==> src/logic/pcs_pkg.sv <==
// Purpose: Shared constants for the program counter, return stack and indirect path.
// Assumes: Byte addresses on a 32-bit APB; one clock domain.
// Notes:   Field positions and reset values are named here only.
package pcs_pkg;

    // ***********************************************************
    // Widths
    // ***********************************************************
    localparam int PC_W     = 13;
    localparam int PCL_W    = 8;
    localparam int PCU_W    = 5;
    localparam int JMP_W    = 11;
    localparam int SP_W     = 3;
    localparam int STK_DEP  = 8;
    localparam int DA_W     = 9;
    localparam int DIR_W    = 7;

    // ***********************************************************
    // Register byte addresses
    // ***********************************************************
    localparam logic [7:0] ADDR_PC_LOW_BYTE      = 8'h00;
    localparam logic [7:0] ADDR_PC_HIGH_LATCH    = 8'h04;
    localparam logic [7:0] ADDR_INDIRECT_POINTER = 8'h08;
    localparam logic [7:0] ADDR_STATUS_BANK      = 8'h0c;

    // ***********************************************************
    // Field positions and fixed values
    // ***********************************************************
    localparam int LATCH_W      = 5;
    localparam int LATCH_JMP_HI = 4;
    localparam int LATCH_JMP_LO = 3;
    localparam int BANK_BIT     = 7;

    localparam logic [PC_W-1:0]  PC_RESET      = 13'h0000;
    localparam logic [PC_W-1:0]  PC_ONE        = 13'h0001;
    localparam logic [PC_W-1:0]  INT_VECTOR    = 13'h0004;
    localparam logic [DIR_W-1:0] INDIRECT_PORT = 7'h00;
    localparam logic [7:0]       BYTE_ZERO     = 8'h00;
    localparam logic [SP_W-1:0]  SP_ONE        = 3'h1;
    localparam logic [SP_W-1:0]  SP_RESET      = 3'h0;

endpackage

==> src/logic/pcs_stack_mem.sv <==
// Purpose: Eight-entry return stack storage with registered read data.
// Assumes: One write and one read per cycle, same clock.
// Notes:   A write to the entry being read is forwarded to the read register.
`timescale 1ns/1ps
module pcs_stack_mem (
    input  wire logic                              sys_clk,
    input  wire logic                              rstn,
    input  wire logic                              wr_en,
    input  wire logic [pcs_pkg::SP_W-1:0]          wr_idx,
    input  wire logic [pcs_pkg::PC_W-1:0]          wr_data,
    input  wire logic [pcs_pkg::SP_W-1:0]          rd_idx,
    output logic      [pcs_pkg::PC_W-1:0]          rd_data_r
);
    import pcs_pkg::*;

    logic [PC_W-1:0] entry_r [STK_DEP];
    logic [PC_W-1:0] rd_data_nxt;

    // Read select with write-through
    always_comb begin
        if (wr_en && (wr_idx == rd_idx)) begin
            rd_data_nxt = wr_data;
        end else begin
            rd_data_nxt = entry_r[rd_idx];
        end
    end

    // Storage; entries carry no reset, stale values are legal
    always_ff @(posedge sys_clk) begin
        if (wr_en) begin
            entry_r[wr_idx] <= wr_data;
        end
    end

    // Registered read data
    always_ff @(posedge sys_clk or negedge rstn) begin
        if (!rstn) begin
            rd_data_r <= PC_RESET;
        end else begin
            rd_data_r <= rd_data_nxt;
        end
    end

endmodule

==> src/logic/pcs_core.sv <==
// Purpose: Program counter, circular return stack and indirect data addressing.
// Assumes: Sequencer inputs are synchronous to sys_clk; APB slave for registers.
// Notes:   All outputs are registered; APB answers with one-cycle access phase.
//
// Summary of operation
// - Program counter is 13 bits; low byte register is readable and writable.
// - Upper five counter bits are hidden; software loads them only through the high latch.
// - Any reset clears the whole program counter.
// - Writing the low byte copies latch bits 4..0 into upper counter bits.
// - Jump and call take top two counter bits from latch bits 4..3.
// - Return stack holds eight 13-bit entries outside program and data space.
// - Stack pointer is internal and cannot be read or written.
// - Calls and interrupt vectoring push the program counter.
// - Return, literal exit and interrupt exit pop into the program counter.
// - Pushes and pops leave the high latch unchanged.
// - Stack is circular: ninth push overwrites the first entry.
// - No overflow or underflow flag exists; wrapping is silent.
// - Indirect port is not storage; it accesses the location the pointer selects.
// - Reading the indirect port through a pointer to itself returns zero.
// - Writing the indirect port through a pointer to itself stores nothing.
// - Indirect address is bank select bit above the eight pointer bits.
//
// Chosen here: the address map and the APB interface to the registers.
`timescale 1ns/1ps
module pcs_core (
    input  wire logic                              sys_clk,
    input  wire logic                              rstn,
    // APB slave
    input  wire logic                              psel,
    input  wire logic                              penable,
    input  wire logic                              pwrite,
    input  wire logic [7:0]                        paddr,
    input  wire logic [31:0]                       pwdata,
    output logic      [31:0]                       prdata,
    output logic                                   pready,
    output logic                                   pslverr,
    // Instruction sequencer
    input  wire logic                              seq_advance,
    input  wire logic                              seq_direct_jump,
    input  wire logic                              seq_call,
    input  wire logic [pcs_pkg::JMP_W-1:0]         seq_target,
    input  wire logic                              seq_return,
    input  wire logic                              seq_int_vector,
    input  wire logic                              seq_pcl_wr,
    input  wire logic [pcs_pkg::PCL_W-1:0]         seq_pcl_data,
    output logic      [pcs_pkg::PC_W-1:0]          pc_out,
    // Data memory access path
    input  wire logic                              dm_req,
    input  wire logic                              dm_we,
    input  wire logic [pcs_pkg::DA_W-1:0]          dm_addr,
    output logic      [pcs_pkg::DA_W-1:0]          dm_eff_addr,
    output logic                                   dm_eff_re,
    output logic                                   dm_eff_we,
    output logic                                   dm_read_zero
);
    import pcs_pkg::*;

    // ***********************************************************
    // Declarations
    // ***********************************************************
    logic [PC_W-1:0]    pc_r,        pc_nxt;
    logic [LATCH_W-1:0] latch_r,     latch_nxt;
    logic [7:0]         pointer_r,   pointer_nxt;
    logic               bank_r,      bank_nxt;
    logic [SP_W-1:0]    sp_r,        sp_nxt;
    logic [31:0]        prdata_r,    prdata_nxt;
    logic               pready_r,    pready_nxt;
    logic               pslverr_r,   pslverr_nxt;
    logic [DA_W-1:0]    eff_addr_r,  eff_addr_nxt;
    logic               eff_re_r,    eff_re_nxt;
    logic               eff_we_r,    eff_we_nxt;
    logic               rzero_r,     rzero_nxt;

    logic               apb_wr;
    logic               addr_hit;
    logic               push;
    logic               pop;
    logic               pcl_load;
    logic [PCL_W-1:0]   pcl_value;
    logic [PC_W-1:0]    stack_top;
    logic [SP_W-1:0]    rd_idx;
    logic               is_indirect;
    logic               self_point;

    // ***********************************************************
    // Return stack storage
    // ***********************************************************
    // Stack sits outside program and data space
    pcs_stack_mem u_stack (
        .sys_clk   (sys_clk),
        .rstn      (rstn),
        .wr_en     (push),
        .wr_idx    (sp_r),
        .wr_data   (pc_r),
        .rd_idx    (rd_idx),
        .rd_data_r (stack_top)
    );

    // ***********************************************************
    // APB decode
    // ***********************************************************
    // Write commits only at the completing access edge
    assign apb_wr   = psel & penable & pready_r & pwrite & ~pslverr_r;
    assign addr_hit = (paddr == ADDR_PC_LOW_BYTE) || (paddr == ADDR_PC_HIGH_LATCH) ||
                      (paddr == ADDR_INDIRECT_POINTER) || (paddr == ADDR_STATUS_BANK);

    // Read data, ready and error prepared during setup
    always_comb begin
        pready_nxt  = psel & ~penable;
        pslverr_nxt = psel & ~penable & ~addr_hit;
        prdata_nxt  = prdata_r;
        if (psel && !penable) begin
            prdata_nxt = '0;
            unique case (paddr)
                ADDR_PC_LOW_BYTE:      prdata_nxt[PCL_W-1:0]   = pc_r[PCL_W-1:0];
                ADDR_PC_HIGH_LATCH:    prdata_nxt[LATCH_W-1:0] = latch_r;
                ADDR_INDIRECT_POINTER: prdata_nxt[7:0]         = pointer_r;
                ADDR_STATUS_BANK:      prdata_nxt[BANK_BIT]    = bank_r;
                default:               prdata_nxt              = '0;
            endcase
        end
    end

    // ***********************************************************
    // Program counter and stack control
    // ***********************************************************
    // Low byte load from either the sequencer or the register bus
    assign pcl_load  = seq_pcl_wr | (apb_wr && (paddr == ADDR_PC_LOW_BYTE));
    assign pcl_value = seq_pcl_wr ? seq_pcl_data : pwdata[PCL_W-1:0];

    assign push = seq_int_vector | (seq_call & ~seq_return);
    assign pop  = seq_return & ~seq_int_vector;

    // Read index always tracks the entry below the next pointer
    assign rd_idx = sp_nxt - SP_ONE;

    // Next counter value; interrupt, return, jump, low byte write, advance
    always_comb begin
        pc_nxt = pc_r;
        sp_nxt = sp_r;
        if (seq_int_vector) begin
            pc_nxt = INT_VECTOR;
            sp_nxt = sp_r + SP_ONE;
        end else if (seq_return) begin
            pc_nxt = stack_top;
            sp_nxt = sp_r - SP_ONE;
        end else if (seq_direct_jump || seq_call) begin
            pc_nxt = {latch_r[LATCH_JMP_HI:LATCH_JMP_LO], seq_target};
            if (seq_call) begin
                sp_nxt = sp_r + SP_ONE;
            end
        end else if (pcl_load) begin
            pc_nxt = {latch_r, pcl_value};
        end else if (seq_advance) begin
            pc_nxt = pc_r + PC_ONE;
        end
    end

    // ***********************************************************
    // Software registers
    // ***********************************************************
    // Latch changes only by register write, never by push or pop
    always_comb begin
        latch_nxt   = latch_r;
        pointer_nxt = pointer_r;
        bank_nxt    = bank_r;
        if (apb_wr) begin
            unique case (paddr)
                ADDR_PC_HIGH_LATCH:    latch_nxt   = pwdata[LATCH_W-1:0];
                ADDR_INDIRECT_POINTER: pointer_nxt = pwdata[7:0];
                ADDR_STATUS_BANK:      bank_nxt    = pwdata[BANK_BIT];
                default:               latch_nxt   = latch_r;
            endcase
        end
    end

    // ***********************************************************
    // Indirect data path
    // ***********************************************************
    // Indirect port address redirects through the pointer
    assign is_indirect = (dm_addr[DIR_W-1:0] == INDIRECT_PORT);
    assign self_point  = (pointer_r[DIR_W-1:0] == INDIRECT_PORT);

    always_comb begin
        eff_addr_nxt = dm_addr;
        eff_re_nxt   = dm_req & ~dm_we;
        eff_we_nxt   = dm_req & dm_we;
        rzero_nxt    = 1'b0;
        if (dm_req && is_indirect) begin
            eff_addr_nxt = {bank_r, pointer_r};
            if (self_point) begin
                eff_re_nxt = 1'b0;
                eff_we_nxt = 1'b0;
                rzero_nxt  = ~dm_we;
            end
        end
    end

    // ***********************************************************
    // State registers
    // ***********************************************************
    // Any reset clears the counter and pointer
    always_ff @(posedge sys_clk or negedge rstn) begin
        if (!rstn) begin
            pc_r       <= PC_RESET;
            sp_r       <= SP_RESET;
            latch_r    <= '0;
            pointer_r  <= BYTE_ZERO;
            bank_r     <= 1'b0;
            prdata_r   <= '0;
            pready_r   <= 1'b0;
            pslverr_r  <= 1'b0;
            eff_addr_r <= '0;
            eff_re_r   <= 1'b0;
            eff_we_r   <= 1'b0;
            rzero_r    <= 1'b0;
        end else begin
            pc_r       <= pc_nxt;
            sp_r       <= sp_nxt;
            latch_r    <= latch_nxt;
            pointer_r  <= pointer_nxt;
            bank_r     <= bank_nxt;
            prdata_r   <= prdata_nxt;
            pready_r   <= pready_nxt;
            pslverr_r  <= pslverr_nxt;
            eff_addr_r <= eff_addr_nxt;
            eff_re_r   <= eff_re_nxt;
            eff_we_r   <= eff_we_nxt;
            rzero_r    <= rzero_nxt;
        end
    end

    // Outputs straight from flops
    assign prdata       = prdata_r;
    assign pready       = pready_r;
    assign pslverr      = pslverr_r;
    assign pc_out       = pc_r;
    assign dm_eff_addr  = eff_addr_r;
    assign dm_eff_re    = eff_re_r;
    assign dm_eff_we    = eff_we_r;
    assign dm_read_zero = rzero_r;

endmodule

==> config.mk <==
export PLATFORM = sky130hd
export DESIGN_NAME = pcs_core
export DESIGN_NICKNAME = d
export VERILOG_FILES = /design/src/logic/pcs_pkg.sv /design/src/logic/pcs_stack_mem.sv /design/src/logic/pcs_core.sv
export SDC_FILE = /design/constraint.sdc
export NUM_CORES = 1
export LEC_CHECK = 0
export BUFFER_PORTS_ARGS = -buffer_cell sky130_fd_sc_hd__buf_2
export CAP_MARGIN = 20
export CORE_ASPECT_RATIO = 1.25
export CORE_MARGIN = 1
export CORE_UTILIZATION = 45
export CTS_CLUSTER_DIAMETER = 100
export CTS_CLUSTER_SIZE = 28
export DETAILED_ROUTE_END_ITERATION = 8
export GPL_ROUTABILITY_DRIVEN = 0
export PLACE_DENSITY = 0.67
export SYNTH_ARGS = -nofsm -noshare
export SYNTH_HDL_FRONTEND = slang
export SYNTH_HIERARCHICAL = 1
export SYNTH_SLANG_ARGS = --single-unit
==> constraint.sdc <==
create_clock -name sys_clk -period 4.7 [get_ports sys_clk]
set_clock_uncertainty 0.2 [all_clocks]
set_input_delay 0.94 -clock sys_clk [delete_from_list [all_inputs] [get_ports sys_clk]]
set_output_delay 0.94 -clock sys_clk [all_outputs]
set_load 0.1 [all_outputs]
==> out/results.tsv <==
stage	metric	value	unit
status	status	completed	
sta	fin_crit_sh	0.747	
grt	grt_pass1_wl	26900	µm
floorplan	std_cell_rows	52	
drt	ant_nets	0	
synth	synth_cells	518	
power	power_frac_seq	0.376	
power	p_clk_frac	0.239	
final_layout	drive_gt1_frac	0.311	
synth	synth-seq-cells	169	
synth	netlist_top_cells_area	edfxtp_1, dfrtp_1, mux4_1	
grt	grt_use_total	0.205	
sta	tns	0	ns
synth	synth_area	7660	µm²
worst_setup_path	r2r_start	sp_r[0]$_DFF_PN0_	
clocking	cts_max_level	4	
sta	maxSlewViolCount	0	
worst_setup_path	crit_top_cell	inv_1	
power	switchingPower	1860	µW
clocking	cts-resized-gates	0	
clocking	numCtsBuffers	17	
synth	synth_top_family_by_area	multiplexers	
floorplan	pin_count	140	
grt	grt_antenna_before_repair	0	
clocking	cts-hold-fix-buffers	0	
synth	yosysTopAreaCell	edfxtp_1	
worst_setup_path	crit_path_end_kind	flip-flop	
floorplan	dieHeight	148	µm
flow_run	cap_violations	0	
synth	synthAdderAreaFrac	0.00653	
synth	synth-xor-area-share	0.0183	
clocking	clk_pin_slew_worst_paths	0.06	ns
power	power.density	625	nW/µm²
final_layout	area_delta_synth_final	15.9	%
sta	max_clock_freq	285	MHz
sta	whs	0.304	ns
final_layout	post-route-util	0.542	
clocking	root_buffer	clkbuf_16	
sta	rsz0062_at_grt	no	
drt	dr_total_vias	4779	
power	power_frac_comb	0.385	
synth	synth_mux_area_frac	0.169	
synth	syn_avg_cell_area	14.8	µm²
drt	wl_per_cell	20.2	µm
clocking	insertion_delay	0.42	ns
final_layout	final_cell_count_no_fill	850	
final_layout	nets	706	
synth	yosys-top-cells-count	edfxtp_1, dfrtp_1, mux2_2	
grt	use_met2	0.344	
worst_setup_path	critPathMaxStageDelay	0.54	ns
drt	wl	17200	µm
clocking	clkSinkCount	169	
grt	gr-usage-met3	0.0451	
synth	synth_simple_gate_area_frac	0.0750	
power	vdd_ir_drop_max	0.304	mV
power	design_power_total	5550	µW
synth	yosysMostFrequentCell	edfxtp_1	
worst_setup_path	crit_start	sp_r[0]$_DFF_PN0_	
synth	async_reset_ff_frac	0.385	
sta	hold_viol	0	
clocking	cts_tree	done	
sta	worstMarginPinSlew	0.967	ns
power	p_leak	0.00364	µW
clocking	clk_path_buf_depth	2	
drt	first_pass_iters	5	
worst_setup_path	crit_slowest_cell	dfrtp_1	
synth	synth_ff_type	edfxtp_1	
floorplan	core-area	16400	µm²
sta	setup_viol	0	
worst_setup_path	worstSetupPathType	reg2reg	
sta	period_needed	3.51	ns
worst_setup_path	worstPathMaxFanout	19	
clocking	postCtsSetupBuffers	0	
floorplan	dieArea	17500	µm²
final_layout	diodes	0	
grt	top_usage_layer	met2	
place	dp.cells	818	
worst_setup_path	cp.required	4.80	ns
drt	drc	0	
worst_setup_path	cp_cell_sequence	inv_1 -> ha_1 -> a22oi_1 -> nor2_1 -> a211o_1 -> inv_1 -> ha_1 -> inv_1 -> buf_12 -> mux4_1 -> mux2_2 -> mux2_4	
sta	worst_slew_margin_rel	0.356	
synth	ys_warn_count	6	
min_path	min-delay-start	u_stack/rd_data_r[3]$_DFF_PN0_	
synth	synth-edff-count	104	
power	swShare	0.335	
grt	grt_util_met1	0.262	
synth	synth.top_cell.area_share	0.408	
floorplan	die_w	119	µm
grt	overflow	0	
power	p_int	3690	µW
synth	seq_area_frac_synth	0.620	
floorplan	start_util	0.467	
synth	ys_types	56	
drt	vias_per_cell	5.62	
worst_setup_path	cp.arrival	3.61	ns
place	port-buffer-count	91	
synth	synth_compound_area_frac	0.0680	
min_path	hold_path_class	reg2reg	
grt	grt_max_degree	44	
grt	grt_pass1_vias	4889	
worst_setup_path	start_kind	flip-flop	
place	dp.final_hpwl	12000	µm
drt	drtIter0Drc	301	
metal layers:
| layer | part of all wire | wire length (µm) |
|---|---|---|
| met5 | 0 | 0 |
| met2 | 0.51 | 8690 |
| met4 | 0.019 | 322 |
| met1 | 0.42 | 7140 |
| met3 | 0.059 | 1020 |
critical path: cells and delay by family (launching register included):
family	cells	cell delay, ns
compound gates	2	0.45
fa+ha+maj	2	0.55
buf+inv	4	0.73
flops	1	0.54
mux	3	0.85
simple gates	1	0.06
area by class of cell:
class,count,area [µm²]
Fill cell,1330,7520
Sequential cell,169,4750
Multi-Input combinational cell,317,2680
Timing Repair Buffer,105,573
Clock buffer,20,447
Tap cell,216,270
Clock inverter,12,116
Inverter,11,41.3
flip-flops by register name, indices dropped and copies added (netlist names):
name               count
u_stack/rd_data_r     13
prdata                 8
bank_r                 1
dm_read_zero           1
latch_r                5
pready                 1
dm_eff_we              1
pc_out                13
pointer_r              8
dm_eff_addr            9
sp_r                   3
u_stack/entry_r      104
pslverr                1
dm_eff_re              1
power by group through the flow:
stage	sequential (µW)	clock (µW)	combinational (µW)
floorplan	2240	0	1510
global placement	2090	0	2120
detailed placement	2110	0	2160
CTS	2090	1350	2170
global route	2120	1410	2280
finish	2090	1330	2140
metrics by stage:
stage | cell area, µm² | setup WS, ns
finish | 8880 | 1.19
global route | 8880 | 1.01
CTS | 8880 | 1.17
detailed placement | 8320 | 0.758
global placement | 8320 | 0.814
floorplan | 7740 | 1.04
cells by family (layout without fill, tap and decap cells):
logic type | count (synthesis) | after routing
DFF | 169 | 169
and+or+nand+nor | 113 | 113
muxes | 82 | 82
AOI/OAI and AO/OA | 78 | 78
buffers and inverters | 55 | 148
xor gates and xnor gates | 16 | 16
adders and majority gates | 4 | 4
other | 1 | 24
layout by cell type (no fill, tap or decap), types with 5 or more instances in the layout:
master,count
a21o_1,8
a21oi_1,12
a22o_1,6
a22oi_1,6
buf_2,91
buf_4,13
clkbuf_16,17
conb_1,24
dfrtp_1,65
edfxtp_1,104
inv_1,11
mux2_2,39
mux2_4,6
mux2i_1,11
mux4_1,19
mux4_2,7
nand2_1,32
nand3_1,7
nand4_1,5
nor2_1,28
nor3_1,6
o21ai_0,23
xnor2_1,12
worst paths after layout:
kind / depth (start not counted) / slack (ns) / to
max: 12 / 1.19 / u_stack/rd_data_r[6]$_DFF_PN0_
max reg2reg: 12 / 1.19 / u_stack/rd_data_r[6]$_DFF_PN0_
min reg2reg: 2 / 0.30 / pc_out[3]$_DFFE_PN0P_
min in group asynchronous: 1 / 0.47 / dm_read_zero$_DFF_PN0_
max in group asynchronous: 2 / 2.93 / pready$_DFF_PN0_
min: 2 / 0.30 / pc_out[3]$_DFFE_PN0P_
No activity file was read; power rests on OpenSTA's default activity.
